`config.mk`:
```
export PLATFORM = sky130hd
export DESIGN_NAME = mag_gate_ctrl
export DESIGN_NICKNAME = d
export VERILOG_FILES = /design/src/hw/mag_pkg.sv /design/src/hw/mag_tick_if.sv /design/src/hw/mag_delay_timer.sv /design/src/hw/mag_gate_ctrl.sv
export SDC_FILE = /design/constraint.sdc
export NUM_CORES = 1
export LEC_CHECK = 0
export ABC_CLOCK_PERIOD_IN_PS = 2940
export BUFFER_PORTS_ARGS = -buffer_cell sky130_fd_sc_hd__buf_2
export CORE_MARGIN = 1
export CORE_UTILIZATION = 54
export CTS_CLUSTER_DIAMETER = 30
export DETAILED_ROUTE_END_ITERATION = 10
export PLACE_DENSITY_LB_ADDON = 0.15
export SKIP_LAST_GASP = 1
export SYNTH_ARGS = -nofsm -noshare
export SYNTH_HDL_FRONTEND = slang
export SYNTH_HIERARCHICAL = 1
export SYNTH_SLANG_ARGS = --single-unit
```
`constraint.sdc`:
```
create_clock -name core_clk_i -period 2.94 [get_ports core_clk_i]
set_input_delay 0.735 -clock core_clk_i [delete_from_list [all_inputs] [get_ports core_clk_i]]
set_output_delay 0.735 -clock core_clk_i [all_outputs]
set_load 0.02 [all_outputs]
```
`src/hw/mag_pkg.sv`:
```
package mag_pkg;

	// ----------------------------------------------------------------
	// Register map (APB byte addresses, one word each)
	// ----------------------------------------------------------------
	localparam logic [7:0] MAG_CTRL_OFS = 8'h00;
	localparam logic [7:0] MAG_ARM_OFS = 8'h04;
	localparam logic [7:0] MAG_MTIME_OFS = 8'h08;
	localparam logic [7:0] MAG_SDLY_OFS = 8'h0C;
	localparam logic [7:0] MAG_NSAMP_OFS = 8'h10;
	localparam logic [7:0] MAG_CMD_OFS = 8'h14;
	localparam logic [7:0] MAG_STAT_OFS = 8'h18;
	localparam logic [7:0] MAG_RESULT_OFS = 8'h1C;
	localparam logic [7:0] MAG_SIDX_OFS = 8'h20;

	// ----------------------------------------------------------------
	// Field positions
	// ----------------------------------------------------------------
	localparam int MAG_CTRL_HOLD_BIT = 0;
	localparam int MAG_CTRL_BLOCK_BIT = 1;
	localparam int MAG_CTRL_BUSTRG_BIT = 2;
	localparam int MAG_CTRL_FUNC_LSB = 4;
	localparam int MAG_ARM_START_LSB = 0;
	localparam int MAG_ARM_STOP_LSB = 2;
	localparam int MAG_ARM_SRC_LSB = 4;
	localparam int MAG_ARM_SDLYEN_BIT = 6;
	localparam int MAG_CMD_RESTART_BIT = 0;
	localparam int MAG_CMD_BUSTRG_BIT = 1;

	// ----------------------------------------------------------------
	// Timing: times in ns, counts of 10 ns ticks
	// ----------------------------------------------------------------
	localparam longint MAG_CLK_PERIOD_NS = 8;
	localparam longint MAG_TICK_NS = 10;
	localparam longint MAG_MTIME_DEF_NS = 200_000_000;
	localparam longint MAG_MTIME_MIN_NS = 20;
	localparam longint MAG_MTIME_MAX_NS = 1_000_000_000_000;
	localparam longint MAG_SDLY_MIN_NS = 10;
	localparam longint MAG_SDLY_MAX_NS = 2_000_000_000;
	localparam logic [36:0] MAG_MTIME_DEF_TK =
		37'(MAG_MTIME_DEF_NS / MAG_TICK_NS);
	localparam logic [36:0] MAG_MTIME_MIN_TK =
		37'(MAG_MTIME_MIN_NS / MAG_TICK_NS);
	localparam logic [36:0] MAG_MTIME_MAX_TK =
		37'(MAG_MTIME_MAX_NS / MAG_TICK_NS);
	localparam logic [27:0] MAG_SDLY_MIN_TK =
		28'(MAG_SDLY_MIN_NS / MAG_TICK_NS);
	localparam logic [27:0] MAG_SDLY_MAX_TK =
		28'(MAG_SDLY_MAX_NS / MAG_TICK_NS);
	// 10 ns tick from an 8 ns clock: fractional accumulator, 4 per 5 clocks
	localparam logic [3:0] MAG_TICK_ACC_ADD = 4'(MAG_CLK_PERIOD_NS);
	localparam logic [3:0] MAG_TICK_ACC_MOD = 4'(MAG_TICK_NS);

	// ----------------------------------------------------------------
	// Enumerations
	// ----------------------------------------------------------------
	typedef enum logic [1:0] {
		MAG_SLOPE_OFF = 2'b00,
		MAG_SLOPE_RISE = 2'b01,
		MAG_SLOPE_FALL = 2'b10
	} mag_slope_type;

	typedef enum logic [1:0] {
		MAG_SRC_E = 2'b00,
		MAG_SRC_A = 2'b01,
		MAG_SRC_B = 2'b10
	} mag_src_type;

	typedef enum logic [2:0] {
		MAG_FN_FREQ = 3'b000,
		MAG_FN_PERAVG = 3'b001,
		MAG_FN_SINGLE = 3'b010,
		MAG_FN_BURST = 3'b011,
		MAG_FN_RATIO = 3'b100,
		MAG_FN_VOLT = 3'b101,
		MAG_FN_RISEFALL = 3'b110,
		MAG_FN_TOTTIMED = 3'b111
	} mag_func_type;

	typedef enum logic [2:0] {
		MAG_ST_IDLE = 3'b000,
		MAG_ST_PREP = 3'b001,
		MAG_ST_ARM = 3'b010,
		MAG_ST_WTRIG = 3'b011,
		MAG_ST_GATE = 3'b100,
		MAG_ST_DONE = 3'b101
	} mag_state_type;

endpackage : mag_pkg

```
`src/hw/mag_tick_if.sv`:
```
`timescale 1ns/1ps
`default_nettype none
// Delay timer control and status between sequencer and timer
interface mag_tick_if;
	logic tick;
	logic start;
	logic clear;
	logic [27:0] load;
	logic expired;
	modport seq (output start, output clear, output load, output tick,
		input expired);
	modport tmr (input start, input clear, input load, input tick,
		output expired);
endinterface : mag_tick_if
`default_nettype wire

```
`src/hw/mag_delay_timer.sv`:
```
`timescale 1ns/1ps
`default_nettype none
module mag_delay_timer (
	input wire logic core_clk_i, // Core clock
	input wire logic rstn_i, // Async reset, active low
	mag_tick_if.tmr ctl // Timer control
);
	import mag_pkg::*;

	logic [27:0] cnt_q;
	logic run_q;
	logic expired_q;
	logic last_tick;

	// --------------------------------------------------------------
	// Arming delay countdown in 10 ns ticks
	// --------------------------------------------------------------
	assign last_tick = run_q && ctl.tick && (cnt_q == 28'h0000001);
	assign ctl.expired = expired_q;

	// Clear wins over start so a restart cannot leave a stale expiry
	always_ff @(posedge core_clk_i or negedge rstn_i) begin
		if (!rstn_i) begin
			cnt_q <= 28'h0000000;
			run_q <= 1'b0;
			expired_q <= 1'b0;
		end else if (ctl.clear) begin // RULE25
			cnt_q <= 28'h0000000;
			run_q <= 1'b0;
			expired_q <= 1'b0;
		end else if (ctl.start) begin // RULE25
			cnt_q <= ctl.load;
			run_q <= 1'b1;
			expired_q <= 1'b0;
		end else if (last_tick) begin
			cnt_q <= 28'h0000000;
			run_q <= 1'b0;
			expired_q <= 1'b1; // RULE25
		end else if (run_q && ctl.tick) begin
			cnt_q <= cnt_q - 28'h0000001;
		end
	end

	// Expiry can only follow a load of at least one tick
	expiry_after_run_a: assert property (@(posedge core_clk_i)
		disable iff (!rstn_i)
		$rose(expired_q) |-> $past(run_q) && !run_q) // RULE25
		else $error("delay expiry without a running count");

endmodule : mag_delay_timer
`default_nettype wire

```
`src/hw/mag_gate_ctrl.sv`:
```
// Function
// [RULE1] Interval only for frequency/period average, 200ms default
// [RULE2] Interval quantised to 10 ns ticks
// [RULE3] Zero interval becomes 20 ns minimum
// [RULE4] Gate indicator high exactly while counting
// [RULE5] Hold finishes current measurement, keeps result
// [RULE6] Hold in block finishes sample, keeps samples
// [RULE7] Restart begins at sample one, stops at count
// [RULE8] Start/stop arming: rise, fall or off
// [RULE9] Start arming delay 10 ns to 2 s
// [RULE10] Arming source E, A or B; E default
// [RULE11] Start arming ignored for burst, ratio, volt
// [RULE12] Averaging: arming gates only first sample
// [RULE13] Stop arming blocks end until arming edge
// [RULE14] Stop arming ignored for burst/ratio/volt/risefall
// [RULE15] Stop delay only for timed totalize
// [RULE16] Free-run restarts immediately after finishing
// [RULE17] Start order: processed, prepared, then trigger
// [RULE18] Stop at first stop trigger after interval
// [RULE19] Restart, bus trigger, arming, delay gate start
// [RULE20] Dead time between block samples below 2 us
// [RULE21] Start arming disables free-run, edge per measurement
// [RULE22] Start plus stop arming gives external gate
// [RULE23] Arming edge must lead start trigger
// [RULE24] Trigger must come 40 ns after delay
// [RULE25] Delay timer ticks, expires, clears on restart
`timescale 1ns/1ps
`default_nettype none
module mag_gate_ctrl #(
	parameter int NSAMP_W = 16 // Width of sample count
) (
	input wire logic core_clk_i, // Core clock, 125 MHz
	input wire logic rstn_i, // Async reset, active low
	input wire logic [7:0] paddr_i, // APB address
	input wire logic psel_i, // APB select
	input wire logic penable_i, // APB enable
	input wire logic pwrite_i, // APB write
	input wire logic [31:0] pwdata_i, // APB write data
	output logic [31:0] prdata_o, // APB read data
	output logic pready_o, // APB ready
	output logic pslverr_o, // APB error
	input wire logic trig_start_i, // Start trigger event on measuring input
	input wire logic trig_stop_i, // Stop trigger event on measuring input
	input wire logic arm_e_i, // Rear arming input level
	input wire logic arm_a_i, // Measuring input A level
	input wire logic arm_b_i, // Measuring input B level
	input wire logic result_done_i, // Previous result fully processed
	input wire logic [31:0] result_i, // Result of the finished measurement
	output logic gate_o, // Gate active indicator
	output logic meas_done_o, // Pulse when a result is complete
	output logic [31:0] last_result_o // Last completed result
);
	import mag_pkg::*;

	localparam int IDX_W = NSAMP_W;
	// Sample count must fit the 32-bit read word
	if (NSAMP_W < 1 || NSAMP_W > 32) begin : g_bad_nsamp
		$error("NSAMP_W out of range");
	end

	// ----------------------------------------------------------------
	// Registers
	// ----------------------------------------------------------------
	logic hold_q, block_q, bustrg_en_q, sdly_en_q;
	logic [2:0] func_q;
	logic [1:0] start_slope_q, stop_slope_q, src_q;
	logic [36:0] mtime_q;
	logic [27:0] sdly_q;
	logic [NSAMP_W-1:0] nsamp_q;
	logic [IDX_W-1:0] sidx_q;
	logic [31:0] result_q;
	logic restart_q, bustrg_q;
	logic arm_lvl_q, start_armed_q, stop_armed_q, first_q;
	logic [36:0] mcnt_q;
	logic mtime_up_q;
	logic [3:0] acc_q;
	logic tick_q;
	logic hold_pend_q;
	mag_state_type state_q, state_d;

	mag_tick_if dly_if ();

	// ----------------------------------------------------------------
	// APB decode
	// ----------------------------------------------------------------
	logic wr_en, rd_en, cmd_wr, restart_wr, bustrg_wr;
	logic hit_ctrl, hit_arm, hit_mtime, hit_sdly, hit_nsamp, hit_cmd;
	logic hit_stat, hit_result, hit_sidx, hit_any;
	assign wr_en = psel_i && penable_i && pwrite_i;
	assign rd_en = psel_i && !pwrite_i;
	assign hit_ctrl = paddr_i == MAG_CTRL_OFS;
	assign hit_arm = paddr_i == MAG_ARM_OFS;
	assign hit_mtime = paddr_i == MAG_MTIME_OFS;
	assign hit_sdly = paddr_i == MAG_SDLY_OFS;
	assign hit_nsamp = paddr_i == MAG_NSAMP_OFS;
	assign hit_cmd = paddr_i == MAG_CMD_OFS;
	assign hit_stat = paddr_i == MAG_STAT_OFS;
	assign hit_result = paddr_i == MAG_RESULT_OFS;
	assign hit_sidx = paddr_i == MAG_SIDX_OFS;
	assign hit_any = hit_ctrl | hit_arm | hit_mtime | hit_sdly | hit_nsamp
		| hit_cmd | hit_stat | hit_result | hit_sidx;
	assign pready_o = 1'b1; // Zero wait states
	assign pslverr_o = psel_i && penable_i && !hit_any;
	assign cmd_wr = wr_en && hit_cmd;
	assign restart_wr = cmd_wr && pwdata_i[MAG_CMD_RESTART_BIT];
	assign bustrg_wr = cmd_wr && pwdata_i[MAG_CMD_BUSTRG_BIT];

	// Interval entry: zero picks minimum, values below it raised to it, 10 ns units
	logic [36:0] mtime_wr;
	assign mtime_wr = (pwdata_i == 32'h00000000) ? MAG_MTIME_MIN_TK // RULE3
		: ({5'h00, pwdata_i} < MAG_MTIME_MIN_TK) ? MAG_MTIME_MIN_TK
		: {5'h00, pwdata_i}; // RULE2
	logic [27:0] sdly_wr;
	assign sdly_wr = (pwdata_i[27:0] < MAG_SDLY_MIN_TK) ? MAG_SDLY_MIN_TK
		: (pwdata_i[27:0] > MAG_SDLY_MAX_TK) ? MAG_SDLY_MAX_TK
		: pwdata_i[27:0]; // RULE9

	// Config registers
	always_ff @(posedge core_clk_i or negedge rstn_i) begin
		if (!rstn_i) begin
			hold_q <= 1'b0;
			block_q <= 1'b0;
			bustrg_en_q <= 1'b0;
			func_q <= MAG_FN_FREQ;
			start_slope_q <= MAG_SLOPE_OFF;
			stop_slope_q <= MAG_SLOPE_OFF;
			src_q <= MAG_SRC_E; // RULE10
			sdly_en_q <= 1'b0;
			mtime_q <= MAG_MTIME_DEF_TK; // RULE1
			sdly_q <= MAG_SDLY_MIN_TK;
			nsamp_q <= NSAMP_W'(1);
		end else if (wr_en) begin
			if (hit_ctrl) begin
				hold_q <= pwdata_i[MAG_CTRL_HOLD_BIT];
				block_q <= pwdata_i[MAG_CTRL_BLOCK_BIT];
				bustrg_en_q <= pwdata_i[MAG_CTRL_BUSTRG_BIT];
				func_q <= pwdata_i[MAG_CTRL_FUNC_LSB +: 3];
			end
			if (hit_arm) begin
				start_slope_q <= pwdata_i[MAG_ARM_START_LSB +: 2]; // RULE8
				stop_slope_q <= pwdata_i[MAG_ARM_STOP_LSB +: 2]; // RULE8
				src_q <= pwdata_i[MAG_ARM_SRC_LSB +: 2];
				sdly_en_q <= pwdata_i[MAG_ARM_SDLYEN_BIT];
			end
			if (hit_mtime) begin
				mtime_q <= mtime_wr;
			end
			if (hit_sdly) begin
				sdly_q <= sdly_wr;
			end
			if (hit_nsamp) begin
				nsamp_q <= pwdata_i[NSAMP_W-1:0];
			end
		end
	end

	// Read mux
	logic [31:0] stat_word;
	assign stat_word = {24'h000000, 1'b0, hold_pend_q, first_q,
		dly_if.expired, start_armed_q, state_q};
	always_comb begin
		prdata_o = 32'h00000000;
		if (rd_en) begin
			unique case (1'b1)
			hit_ctrl: prdata_o = {25'h0, func_q, 1'b0, bustrg_en_q,
				block_q, hold_q};
			hit_arm: prdata_o = {25'h0, sdly_en_q, src_q, stop_slope_q,
				start_slope_q};
			hit_mtime: prdata_o = mtime_q[31:0];
			hit_sdly: prdata_o = {4'h0, sdly_q};
			hit_nsamp: prdata_o = 32'(nsamp_q);
			hit_stat: prdata_o = stat_word;
			hit_result: prdata_o = result_q;
			hit_sidx: prdata_o = 32'(sidx_q);
			default: prdata_o = 32'h00000000;
			endcase
		end
	end

	// ----------------------------------------------------------------
	// Function qualification
	// ----------------------------------------------------------------
	logic is_avg, start_arm_on, stop_arm_on, stop_dly_on, sel_lvl;
	assign is_avg = (func_q == MAG_FN_FREQ) || (func_q == MAG_FN_PERAVG);
	assign start_arm_on = (start_slope_q != MAG_SLOPE_OFF)
		&& (func_q != MAG_FN_BURST) && (func_q != MAG_FN_RATIO)
		&& (func_q != MAG_FN_VOLT); // RULE11
	assign stop_arm_on = (stop_slope_q != MAG_SLOPE_OFF)
		&& (func_q != MAG_FN_BURST) && (func_q != MAG_FN_RATIO)
		&& (func_q != MAG_FN_VOLT) && (func_q != MAG_FN_RISEFALL); // RULE14
	// Stop delay is only the timed totalize mechanism
	assign stop_dly_on = (func_q == MAG_FN_TOTTIMED); // RULE15
	assign sel_lvl = (src_q == MAG_SRC_A) ? arm_a_i
		: (src_q == MAG_SRC_B) ? arm_b_i : arm_e_i; // RULE10

	// Edge detect on the chosen arming input, one cycle of lead needed
	logic arm_rise, arm_fall, start_edge, stop_edge;
	assign arm_rise = sel_lvl && !arm_lvl_q;
	assign arm_fall = !sel_lvl && arm_lvl_q;
	assign start_edge = (start_slope_q == MAG_SLOPE_RISE) ? arm_rise
		: (start_slope_q == MAG_SLOPE_FALL) ? arm_fall : 1'b0; // RULE23
	assign stop_edge = (stop_slope_q == MAG_SLOPE_RISE) ? arm_rise
		: (stop_slope_q == MAG_SLOPE_FALL) ? arm_fall : 1'b0;

	// ----------------------------------------------------------------
	// 10 ns tick and delay timer
	// ----------------------------------------------------------------
	// One spare bit: 8 + 8 would wrap a 4-bit sum and stop the tick
	logic [4:0] acc_sum;
	logic acc_wrap;
	assign acc_sum = {1'b0, acc_q} + {1'b0, MAG_TICK_ACC_ADD};
	assign acc_wrap = acc_sum >= {1'b0, MAG_TICK_ACC_MOD};
	always_ff @(posedge core_clk_i or negedge rstn_i) begin
		if (!rstn_i) begin
			acc_q <= 4'h0;
			tick_q <= 1'b0;
		end else begin
			acc_q <= acc_wrap ? 4'(acc_sum - {1'b0, MAG_TICK_ACC_MOD})
				: acc_sum[3:0];
			tick_q <= acc_wrap;
		end
	end

	logic need_arm, arm_seen;
	// Arming needed for first sample of averaging block or every single
	assign need_arm = start_arm_on && (first_q || !block_q); // RULE12 RULE21
	assign dly_if.tick = tick_q;
	assign dly_if.load = sdly_q;
	assign dly_if.start = (state_q == MAG_ST_ARM) && start_edge
		&& sdly_en_q && !start_armed_q; // RULE9
	// Expiry is spent by the start it allowed; the next needs a new edge
	assign dly_if.clear = restart_wr || !start_arm_on
		|| (state_q == MAG_ST_WTRIG); // RULE25
	// Trigger taken only once delay has expired; the far side keeps margin
	assign arm_seen = sdly_en_q ? dly_if.expired : start_armed_q; // RULE24

	mag_delay_timer u_dly (
		.core_clk_i(core_clk_i),
		.rstn_i(rstn_i),
		.ctl(dly_if)
	);

	// ----------------------------------------------------------------
	// Sequencer
	// ----------------------------------------------------------------
	logic start_ok, stop_ok, blk_full, blk_last, hold_stop;
	logic [IDX_W:0] sidx_nxt;
	// Manual restart in hold and bus trigger both qualify the start
	assign start_ok = (!hold_q || restart_q) && (!bustrg_en_q || bustrg_q)
		&& (!need_arm || arm_seen); // RULE19
	assign stop_ok = trig_stop_i && (!is_avg || mtime_up_q) // RULE18
		&& (!stop_arm_on || stop_armed_q || stop_dly_on); // RULE13 RULE22
	assign blk_full = block_q && (sidx_q >= nsamp_q); // RULE7
	// Done state looks one sample ahead, its count lands at that edge
	assign sidx_nxt = {1'b0, sidx_q} + {{IDX_W{1'b0}}, 1'b1};
	assign blk_last = block_q && (sidx_nxt >= {1'b0, nsamp_q}); // RULE7
	assign hold_stop = hold_q || hold_pend_q || blk_last; // RULE5 RULE6

	always_comb begin
		state_d = state_q;
		unique case (state_q)
		MAG_ST_IDLE: if (restart_q || (!hold_q && !blk_full)) begin
			state_d = MAG_ST_PREP;
		end
		MAG_ST_PREP: if (result_done_i) begin // RULE17
			state_d = MAG_ST_ARM;
		end
		MAG_ST_ARM: if (start_ok) begin
			state_d = MAG_ST_WTRIG;
		end
		MAG_ST_WTRIG: if (trig_start_i) begin // RULE17
			state_d = MAG_ST_GATE;
		end
		MAG_ST_GATE: if (stop_ok) begin
			state_d = MAG_ST_DONE;
		end
		// Free-run loops straight back; dead time is a few cycles
		MAG_ST_DONE: state_d = hold_stop ? MAG_ST_IDLE : MAG_ST_PREP;
		default: state_d = MAG_ST_IDLE;
		endcase
	end // RULE16 RULE20

	always_ff @(posedge core_clk_i or negedge rstn_i) begin
		if (!rstn_i) begin
			state_q <= MAG_ST_IDLE;
		end else begin
			state_q <= state_d;
		end
	end

	// Arming, request latches and interval counting
	always_ff @(posedge core_clk_i or negedge rstn_i) begin
		if (!rstn_i) begin
			arm_lvl_q <= 1'b0;
			start_armed_q <= 1'b0;
			stop_armed_q <= 1'b0;
			restart_q <= 1'b0;
			bustrg_q <= 1'b0;
			mcnt_q <= 37'h0;
			mtime_up_q <= 1'b0;
		end else begin
			arm_lvl_q <= sel_lvl;
			// Set wins: a restart written as one is consumed is kept
			restart_q <= restart_wr || (restart_q && !(state_q == MAG_ST_ARM
				&& start_ok));
			bustrg_q <= bustrg_wr || (bustrg_q && !(state_q == MAG_ST_ARM
				&& start_ok));
			if (state_q == MAG_ST_ARM && start_edge && !sdly_en_q) begin
				start_armed_q <= 1'b1;
			end else if (state_q == MAG_ST_WTRIG || restart_wr) begin
				start_armed_q <= 1'b0; // RULE21
			end
			if (state_q == MAG_ST_GATE && stop_edge) begin
				stop_armed_q <= 1'b1;
			end else if (state_q != MAG_ST_GATE) begin
				stop_armed_q <= 1'b0;
			end
			if (state_q != MAG_ST_GATE) begin
				mcnt_q <= 37'h0;
				mtime_up_q <= 1'b0;
			end else if (tick_q && !mtime_up_q) begin
				mcnt_q <= mcnt_q + 37'h1;
				mtime_up_q <= (mcnt_q + 37'h1) >= mtime_q; // RULE1 RULE2
			end
		end
	end

	// Block bookkeeping and result
	always_ff @(posedge core_clk_i or negedge rstn_i) begin
		if (!rstn_i) begin
			sidx_q <= '0;
			first_q <= 1'b1;
			hold_pend_q <= 1'b0;
			result_q <= 32'h00000000;
		end else begin
			if (restart_wr) begin
				sidx_q <= '0; // RULE7
				first_q <= 1'b1;
				hold_pend_q <= 1'b0;
			end else if (state_q == MAG_ST_DONE) begin
				sidx_q <= sidx_q + IDX_W'(1);
				first_q <= 1'b0;
			end else if (hold_q && state_q != MAG_ST_IDLE) begin
				hold_pend_q <= 1'b1; // RULE6
			end
			if (state_q == MAG_ST_DONE) begin
				result_q <= result_i; // RULE5
			end
		end
	end

	assign gate_o = (state_q == MAG_ST_GATE); // RULE4
	assign meas_done_o = (state_q == MAG_ST_DONE);
	assign last_result_o = result_q;

	// ----------------------------------------------------------------
	// Checks
	// ----------------------------------------------------------------
	gate_open_trig_a: assert property (@(posedge core_clk_i)
		disable iff (!rstn_i)
		$rose(gate_o) |-> $past(trig_start_i)) // RULE4
		else $error("gate opened without start trigger");
	gate_close_stop_a: assert property (@(posedge core_clk_i)
		disable iff (!rstn_i)
		$fell(gate_o) |-> $past(trig_stop_i)) // RULE18
		else $error("gate closed without stop trigger");
	interval_before_stop_a: assert property (@(posedge core_clk_i)
		disable iff (!rstn_i)
		$fell(gate_o) && $past(is_avg) |-> $past(mtime_up_q)) // RULE18
		else $error("stop before interval elapsed");
	stop_arm_hold_a: assert property (@(posedge core_clk_i)
		disable iff (!rstn_i)
		$fell(gate_o) && $past(stop_arm_on) && !$past(stop_dly_on)
		|-> $past(stop_armed_q)) // RULE13
		else $error("stop without stop arming edge");
	hold_keeps_result_a: assert property (@(posedge core_clk_i)
		disable iff (!rstn_i)
		state_q == MAG_ST_IDLE && hold_q && !restart_q
		|=> $stable(result_q)) // RULE5
		else $error("result changed while held");
	min_interval_a: assert property (@(posedge core_clk_i)
		disable iff (!rstn_i)
		mtime_q >= MAG_MTIME_MIN_TK) // RULE3
		else $error("interval below minimum");
	freerun_next_a: assert property (@(posedge core_clk_i)
		disable iff (!rstn_i)
		state_q == MAG_ST_DONE && !hold_stop |=> state_q == MAG_ST_PREP)
		// RULE16
		else $error("free-run did not relaunch");
	block_stop_a: assert property (@(posedge core_clk_i)
		disable iff (!rstn_i)
		state_q == MAG_ST_IDLE && blk_full && !restart_q && !restart_wr
		|=> state_q == MAG_ST_IDLE) // RULE7
		else $error("block ran past sample count");
	armed_start_a: assert property (@(posedge core_clk_i)
		disable iff (!rstn_i)
		state_q == MAG_ST_ARM && state_d == MAG_ST_WTRIG && need_arm
		|-> arm_seen) // RULE21
		else $error("start without arming");

endmodule : mag_gate_ctrl
`default_nettype wire

```
# [Word level (Yosys, flattened, before mapping)]
# Index checks and enable logic that the tools add are counted.
[classes] addsub=6 n_mul=0 n_div=0 magnitude_cmp=7 eq_ne=33 shift=0 muxes=46 n_bitwise=8 reduce_logical=89
[ops] op="one-hot mux 32 bit (8 select lines)" count=1
[ops] op="two-way mux 28 bit" count=6
[ops] op="two-way mux 32 bit" count=3
[ops] op="two-way mux 37 bit" count=2
[ops] op="adder 37 x 1 -> 37 bit (second input constant)" count=1
[ops] op=">= comparator 37 bit" count=1
[ops] op="logical AND 1 bit" count=36
[ops] op="equality test 8 x 5 -> 1 bit (second input constant)" count=4
[ops] op="zero test 32 bit" count=1
[ops] op="< comparator 32 x 2 -> 1 bit (second input constant)" count=1
[ops] op="two-way mux 16 bit" count=2
[ops] op="equality test 28 x 1 -> 1 bit (second input constant)" count=1
[ops] op="> comparator 28 bit (second input constant)" count=1
[ops] op="< comparator 28 x 1 -> 1 bit (second input constant)" count=1
[ops] op="subtractor 28 x 1 -> 28 bit (second input constant)" count=1
[ops] op="two-way mux 1 bit" count=25
[ops] op="one-hot mux 3 bit (6 select lines)" count=1
[ops] op="adder 16 x 1 -> 17 bit (second input constant)" count=1
[ops] op=">= comparator 17 x 16 -> 1 bit" count=1
[ops] op="adder 16 x 1 -> 16 bit (second input constant)" count=1
[ops] op="equality test 8 x 4 -> 1 bit (second input constant)" count=2
[ops] op=">= comparator 16 bit" count=1
[ops] op="zero test 1 bit" count=16
[ops] op="logical OR 1 bit" count=16
[ops] op="other kinds (24)" count=63
[word_totals] reg_bits=225 latchBits=0 ramBits=0 rom_bits=0 output_inout_bits=68 mem_count=0

# [Depth between registers and ports, before layout]
# Gate-level depths: netlist of run 1.
[depth] ltp_word=12 depth_mapped=14

# [Cells and area by module]
# Netlist of run 1, hierarchy kept.
[modules_own_cells] mod="mag_gate_ctrl" instances=1 cells_each=1248 area_per_inst_um2=11298.3
[modules_own_cells] mod="mag_delay_timer" instances=1 cells_each=216 area_per_inst_um2=1985.7

# [Worst setup path before layout of run 1]
# Ideal clock, no wire load.
[synth_timing] path_type="input to output" startpoint="input paddr_i[1]" endpoint="output prdata_o[1]" arrival_ns=2.485 slack_ns=-0.280 path_stages=6 n_path_buf=2 cell_sequence="or3_1 clkbuf_1 nor3_2 clkbuf_1 a22oi_1 a31oi_1"
[synth_between] elab_chain_cells=3 elab_cells_between_ends=10
[synth_rtl] item="start, declared" line_no="mag_gate_ctrl.sv:34" text="input wire logic [7:0] paddr_i,"
[synth_rtl] item="equality test 8 x 6 -> 1 bit, or another cell as far along" line_no="mag_gate_ctrl.sv:99" text="assign hit_sidx = paddr_i == MAG_SIDX_OFS;"
[synth_rtl] item="one-hot mux 32 bit (8 select lines) *" line_no="mag_gate_ctrl.sv:164" text="unique case (1'b1)"
[synth_rtl] item="two-way mux 32 bit *" line_no="mag_gate_ctrl.sv:163" text="if (rd_en) begin"
[synth_rtl] item="end, declared" line_no="mag_gate_ctrl.sv:39" text="output logic [31:0] prdata_o,"
# Every way passes the cells marked *; elsewhere a longest branch is shown, timed or not.

# [Worst setup path after layout of run 1]
[layout_timing] startpoint="input paddr_i[4]" endpoint="output prdata_o[4]"
# Same word-level chain as after synthesis.

==> results.sh, run 1 <==
export IMPL_finalCritPeriodShare=1.06
export IMPL_nets=1898
export IMPL_worstSetupStartpointType="input port"
export IMPL_vias=12800
export IMPL_start_util=0.548
export IMPL_cp_slowest_stage_delay_ps=520
export IMPL_synth_commonest_cells="208 x dfrtp_1, 200 x nand2_1, 120 x nor2_1"
export IMPL_antenna_found_initial=3
export IMPL_synth_top_area_frac=0.392
export IMPL_place_congestion=0.960
export IMPL_cts_tree="yes"
export IMPL_timing_reg2reg_setup_slack_ps=40
export IMPL_grt_pass1_vias=12700
export IMPL_synth_most_common_cell="dfrtp_1"
export IMPL_row_count=57
export IMPL_crit_cells=8
export IMPL_cap_violations=0
export IMPL_timing_rr_end="mtime_up_q$_DFFE_PN0P_"
export IMPL_synth_area_per_cell_um2=9.07
export IMPL_chipHeight_um=159
export IMPL_die_area_um2=25200
export IMPL_htreeDepth=2
export IMPL_power_density_nw_per_um2=682
export IMPL_drtIter0Drc=1377
export IMPL_yosysUniqueCellTypes=76
export IMPL_clkSlewWorstSetupHoldPaths_ps=40
export IMPL_tightest_slew_ps=709
export IMPL_die_w_um=159
export IMPL_min_path_type="input port to async pin"
export IMPL_io_buffers=149
export IMPL_clock_skew_ps=25.2
export IMPL_slew_violations=0
export IMPL_rr_worst_depth=13
export IMPL_grt_usage=0.350
export IMPL_reg2reg_from="mcnt_q[16]$_DFFE_PN0P_"
export IMPL_path_cells="buf_8, nor2b_4, o21ai_1, nand4_1, or3b_4, buf_12, a31oi_4, buf_2"
export IMPL_area_growth_syn_to_layout_pct=35.4
export IMPL_synth_edf_count=0
export IMPL_crit_buf_inv=3
export IMPL_dp_hpwl_mm=31.9
export IMPL_required_ps=2200
export IMPL_clk_path_buf_depth=3
export IMPL_ios=151
export IMPL_overflow=0
export IMPL_synth_seq_area_share=0.414
export IMPL_power_mw=12.3
export IMPL_postRouteWirelength_mm=43.8
export IMPL_synth_cells=1464
export IMPL_ir_worst_vdd_mv=0.673
export IMPL_ant_nets=0
export IMPL_synth_cell_area_um2=13300
export IMPL_fmaxAchievable_mhz=322
export IMPL_grt_pass1_wl_mm=69.6
export IMPL_status="complete, but fails checks"
export IMPL_synth_ff_type="dfrtp_1"
export IMPL_cts_made_buffers=56
export IMPL_setup_viol=32
export IMPL_synth_seq_cells=219
export IMPL_drive_above_1_share=0.296
export IMPL_clock_sinks=219
export IMPL_root_buffer="clkbuf_16"
export IMPL_synth_top_cell_by_area="dfrtp_1"
export IMPL_yosysWarnings=6
export IMPL_wl_per_cell_um=20.7
export IMPL_crit_fanout=18
export IMPL_crit_type="input port to output port"
export IMPL_synth_nets=1618
export IMPL_finalHoldViolations=0
export IMPL_route_detailed_drc=0
export IMPL_grt_max_degree=83
export IMPL_cp_slowest_cell="or3b_4"
export IMPL_period_minus_slack_ps=3100
export IMPL_synth_async_reset_ratio=1.00
export IMPL_setup_ws_ps=-162
export IMPL_first_pass_iters=9
export IMPL_via_per_inst=6.06
export IMPL_p_leak_nw=8.07
export IMPL_final_core_util=0.742
export IMPL_violations="setup timing"
export IMPL_rsz0062_at_grt="yes"
export IMPL_ys_top_cells_by_area="dfrtp_1 39%, ha_1 6.7%, nand2_1 5.7%, nor2_1 3.4%, xnor2_1 3.2%"
export IMPL_clock_latency_ps=560
export IMPL_endpoint_kind="output port"
export IMPL_coreArea_um2=24200
export IMPL_maxSlewHeadroom=0.527
export IMPL_path_delay_family="simple AND/OR/NAND/NOR gates"
export IMPL_arrival_ps=2370
-- repair_timing --
item	CTS	global route
buffers inserted	7	3
cloned	1	0
endpoints found under the setup margin	35	56
pin swaps	17	12
gates resized for setup	54	23
hold buffers	0	0
-- worst reg2reg max path, stage by stage (launching register included) --
cell and delay (ps):
dfrtp_1 380, nand4_1 180, nor4_4 270, buf_4 190, nand3_2 90, nor2_2 100
xor2_1 220, ha_1 270, and4_1 170, a211o_1 300, nor3b_2 200, mux2i_1 110
nor4_2 180, a31oi_1 110
-- sequential cells by signal, summed over array words and instances (netlist names), 2 cells and up --
register and flops:
dly_if.load 28, func_q 3, state_q 3, mtime_q 32
start_slope_q 2, acc_q 3, nsamp_q 16, u_dly/cnt_q 28
sidx_q 16, mcnt_q 37, last_result_o 32, stop_slope_q 2
src_q 2
-- metal layers --
layer,share of wire,global-route usage
met5,0,0
met4,0.030,0.125
met1,0.42,0.474
met2,0.46,0.561
met3,0.086,0.0627
-- how the worst max path moves through the flow --
stage	startpoint	end	slack (ps)
5_1_grt	mcnt_q[16]$_DFFE_PN0P_	mtime_up_q$_DFFE_PN0P_	-170
4_1_cts	paddr_i[4]	prdata_o[16]	-150
2_1_floorplan	paddr_i[3]	prdata_o[0]	2
3_3_place_gp	arm_e_i	u_dly/cnt_q[19]$_DFFE_PN0P_	-330
3_5_place_dp	arm_e_i	u_dly/cnt_q[8]$_DFFE_PN0P_	-360
6_report	paddr_i[4]	prdata_o[4]	-160
-- cells by family after synthesis --
| kind of cell | count (synthesis) | share of synthesized area |
|---|---|---|
| compound gates | 324 | 0.171 |
| xor+xnor | 86 | 0.0567 |
| fa+ha+maj | 71 | 0.0669 |
| buf+inv | 153 | 0.0467 |
| flops | 219 | 0.414 |
| mux | 37 | 0.0308 |
| other cells | 1 | 0.000282 |
| simple gates | 573 | 0.214 |
-- per-stage QoR --
stage                     hold WS (ps)  std cells  setup TNS [ps]  setup slack (ps)  instance area [um2]
after detailed placement           471       1999          -11720              -356                15700
after global routing               216       2117           -3890              -173                18000
final                              143       2117           -3550              -162                18000
after global placement             467       1999          -10670              -325                15700
after floorplan                    439       1464               0              2.38                13800
after CTS                          201       2111           -2950              -147                17900
-- report_power, final --
group / total [mW] / leakage, nW / internal (mW) / switching (mW)
sequential: 3.77 / 2.87 / 3.37 / 0.397
clock: 6.10 / 0.927 / 4.22 / 1.88
combinational: 2.40 / 4.27 / 0.928 / 1.47
total: 12.3 / 8.07 / 8.52 / 3.75
-- layout by cell type (no fill, tap or decap), drive strengths merged, types with 10 or more instances in the layout --
master,instances
a211o,10
a21o,11
a21oi,65
a222oi,16
a22o,43
a22oi,47
a31oi,11
and2,13
buf,298
clkbuf,66
clkinv,23
dfrtp,208
dfstp,11
ha,71
inv,76
mux2,31
nand2,201
nand3,42
nand4,37
nor2,122
nor2b,15
nor3,26
nor4,37
o21ai,64
or3,25
or4,10
xnor2,48
xor2,38
-- area by class of cell --
class                   count  area, um2
inverters                  76        285
well taps                 324        405
clock buffers              65       1500
diodes                      3       7.51
multi-input cells        1092       7690
fillers                  1754       6260
repair buffers            299       2190
clock inverters            39        408
flip-flops and latches    219       5500
No activity file was read; power rests on OpenSTA's default activity.
==> inputs of run 2 (changes only) <==
--- a/config.mk
+++ b/config.mk
@@ -6,11 +6,11 @@
 export NUM_CORES = 1
 export LEC_CHECK = 0
 export ABC_CLOCK_PERIOD_IN_PS = 2940
-export BUFFER_PORTS_ARGS = -buffer_cell sky130_fd_sc_hd__buf_2
 export CORE_MARGIN = 1
-export CORE_UTILIZATION = 54
+export CORE_UTILIZATION = 59
 export CTS_CLUSTER_DIAMETER = 30
 export DETAILED_ROUTE_END_ITERATION = 10
+export DONT_BUFFER_PORTS = 1
 export PLACE_DENSITY_LB_ADDON = 0.15
 export SKIP_LAST_GASP = 1
 export SYNTH_ARGS = -nofsm -noshare
==> run 2 against run 1 <==
Compared with the run above: the flow finishes with violations (DRC, hold timing, setup timing); critical path depth up 5; non-clock buffer count down 147; worst hold slack worse by 260 ps; critical path type is now flop to flop; largest cell class unchanged.
==> results.sh, run 2 (same netlist as run 1, synthesis figures left out) <==
export IMPL_internal_power_mw=8.31
export IMPL_first_pass_iters=9
export IMPL_drtIter0Drc=1118
export IMPL_clk_path_buf_depth=3
export IMPL_ant_nets=0
export IMPL_dp_hpwl_mm=30.7
export IMPL_regArea_um2=5500
export IMPL_p_leak_nw=7.35
export IMPL_cts_made_buffers=49
export IMPL_multi_input_area_um2=7640
export IMPL_route_detailed_drc=22
export IMPL_grt_max_degree=220
export IMPL_grt_pass1_wl_mm=67.0
export IMPL_mostFrequentLayoutCells="207 x dfrtp_1, 197 x nand2_1, 140 x buf_4"
export IMPL_dp_slack_ps=-148
export IMPL_overflow=0
export IMPL_worstSetupStartpointType="flop"
export IMPL_cts_tree="yes"
export IMPL_finalHoldViolations=184
export IMPL_crit_fanout=4
export IMPL_min_path_type="input port to async pin"
export IMPL_setup_tns_ps=-170
export IMPL_arrival_ps=3510
export IMPL_die_area_um2=23100
export IMPL_vias=12400
export IMPL_seq_power_share=0.345
export IMPL_clkSlewWorstSetupHoldPaths_ps=50
export IMPL_setup_viol=1
export IMPL_dr_wl_met2_mm=19.5
export IMPL_dr_wl_met3_mm=4.02
export IMPL_io_buffers=0
export IMPL_fmaxAchievable_mhz=322
export IMPL_row_count=54
export IMPL_antenna_found_initial=0
export IMPL_status="complete, but fails checks"
export IMPL_p_clk_frac=0.511
export IMPL_maxSlewHeadroom=0.496
export IMPL_clock_skew_ps=21.8
export IMPL_cp_slowest_stage_delay_ps=400
export IMPL_chipHeight_um=152
export IMPL_postRouteWirelength_mm=42.6
export IMPL_combPwrFrac=0.144
export IMPL_path_cells="nand4_1, nor4_2, buf_4, nand3_2, nor2_2, xor2_1, ha_1, and4_1, a211o_1, nor3b_2, mux2i_1, nor4_1, a31oi_1"
export IMPL_antenna_cells=0
export IMPL_crit_buf_inv=1
export IMPL_path_delay_family="simple AND/OR/NAND/NOR gates"
export IMPL_die_w_um=152
export IMPL_p_sw_mw=3.56
export IMPL_cap_violations=0
export IMPL_power_density_nw_per_um2=702
export IMPL_violations="DRC, hold timing, setup timing"
export IMPL_crit_type="flop to flop"
export IMPL_finalCritPeriodShare=1.06
export IMPL_clock_sinks=219
export IMPL_dpl_cell_area_um2=14900
export IMPL_slew_violations=0
export IMPL_wl_per_cell_um=22.3
export IMPL_root_buffer="clkbuf_16"
export IMPL_drive_above_1_share=0.220
export IMPL_regMostFlops="mcnt_q"
export IMPL_ios=151
export IMPL_power_share_switching=0.300
export IMPL_htreeDepth=2
export IMPL_area_growth_syn_to_layout_pct=27.2
export IMPL_tightest_slew_ps=749
export IMPL_layout_cells_most_common="dfrtp_1"
export IMPL_whs_ps=-118
export IMPL_nets=1744
export IMPL_m1WireLength_mm=17.5
export IMPL_grt_usage=0.369
export IMPL_endpoint_kind="flop"
export IMPL_required_ps=3340
export IMPL_start_util=0.605
export IMPL_grt_pass1_vias=12200
export IMPL_place_congestion=0.973
export IMPL_via_per_inst=6.47
export IMPL_ir_worst_vdd_mv=0.716
export IMPL_top_layer="met4"
export IMPL_period_minus_slack_ps=3110
export IMPL_rsz0062_at_grt="yes"
export IMPL_coreArea_um2=22000
export IMPL_clock_latency_ps=550
export IMPL_fin_area_um2=16900
export IMPL_cp_slowest_cell="nor4_2"
export IMPL_setup_ws_ps=-170
export IMPL_fillers=1484
export IMPL_largest_reg_flops=37
## run 2: cell types whose count changed in the layout (fill, tap and decap cells not counted), sizes merged
cell,previous run,this run
buf,298,152
clkbuf,66,58
clkinvlp,9,8
bufinv,7,11
clkinv,23,8
inv,76,82
diode,3,0
## run 2: stage by stage
step / util / std cells / total power [mW]
floorplan: - / 1464 / 5.11
global placement: 0.680 / 1813 / 5.72
detailed placement: 0.680 / 1813 / 5.79
CTS: 0.764 / 1904 / 11.9
global route: 0.770 / 1910 / 12.3
finish: 0.770 / 1910 / 11.9
## run 2: timing repair
action,4_1_cts,5_1_grt
cloned,0,0
buffers inserted,0,6
hold endpoints to repair,208,208
gates resized for setup,2,20
endpoints found under the setup margin,2,36
pin swaps,0,17
## run 2: layer usage
layer | vias up | GRT usage
met2 | 623 | 0.573
met5 | - | 0
met4 | 0 | 0.160
li1 | 5569 | -
met3 | 115 | 0.0722
met1 | 6048 | 0.505
## run 2: final timing paths
check	from	end	slack, ps	cells past startpoint
max	mcnt_q[14]$_DFFE_PN0P_	mtime_up_q$_DFFE_PN0P_	-170	13
min	rstn_i	sidx_q[10]$_DFFE_PN0P_	-120	0
max reg2reg	mcnt_q[14]$_DFFE_PN0P_	mtime_up_q$_DFFE_PN0P_	-170	13
min reg2reg	acc_q[3]$_DFF_PN0_	acc_q[3]$_DFF_PN0_	480	1
max in group asynchronous	rstn_i	mtime_q[16]$_DFFE_PN1P_	2580	0
min in group core_clk_i	result_i[26]	last_result_o[26]$_DFFE_PN0P_	290	2
## run 2: final cells by class
class                      instances  share of cell area
multi-input combinational       1092               0.452
sequential                       219               0.325
clock buffer                      58              0.0782
timing repair buffer             152              0.0759
clock inverter                    33              0.0310
tap                              280              0.0207
inverter                          76              0.0169
## run 2: worst register-to-register path, cell delays in order (launching register included)
cell	delay, ps
dfrtp_1	340
nand4_1	160
nor4_2	400
buf_4	220
nand3_2	110
nor2_2	110
xor2_1	190
ha_1	280
and4_1	210
a211o_1	300
nor3b_2	180
mux2i_1	80
nor4_1	270
a31oi_1	130
## run 2: power by group through the flow
stage | Clock, mW | Combinational (mW) | Sequential, mW
final | 6.07 | 1.71 | 4.09
after global routing | 6.24 | 1.91 | 4.13
after CTS | 6.10 | 1.68 | 4.08
after detailed placement | 0 | 1.67 | 4.12
after global placement | 0 | 1.61 | 4.11
after floorplan | 0 | 1.17 | 3.94
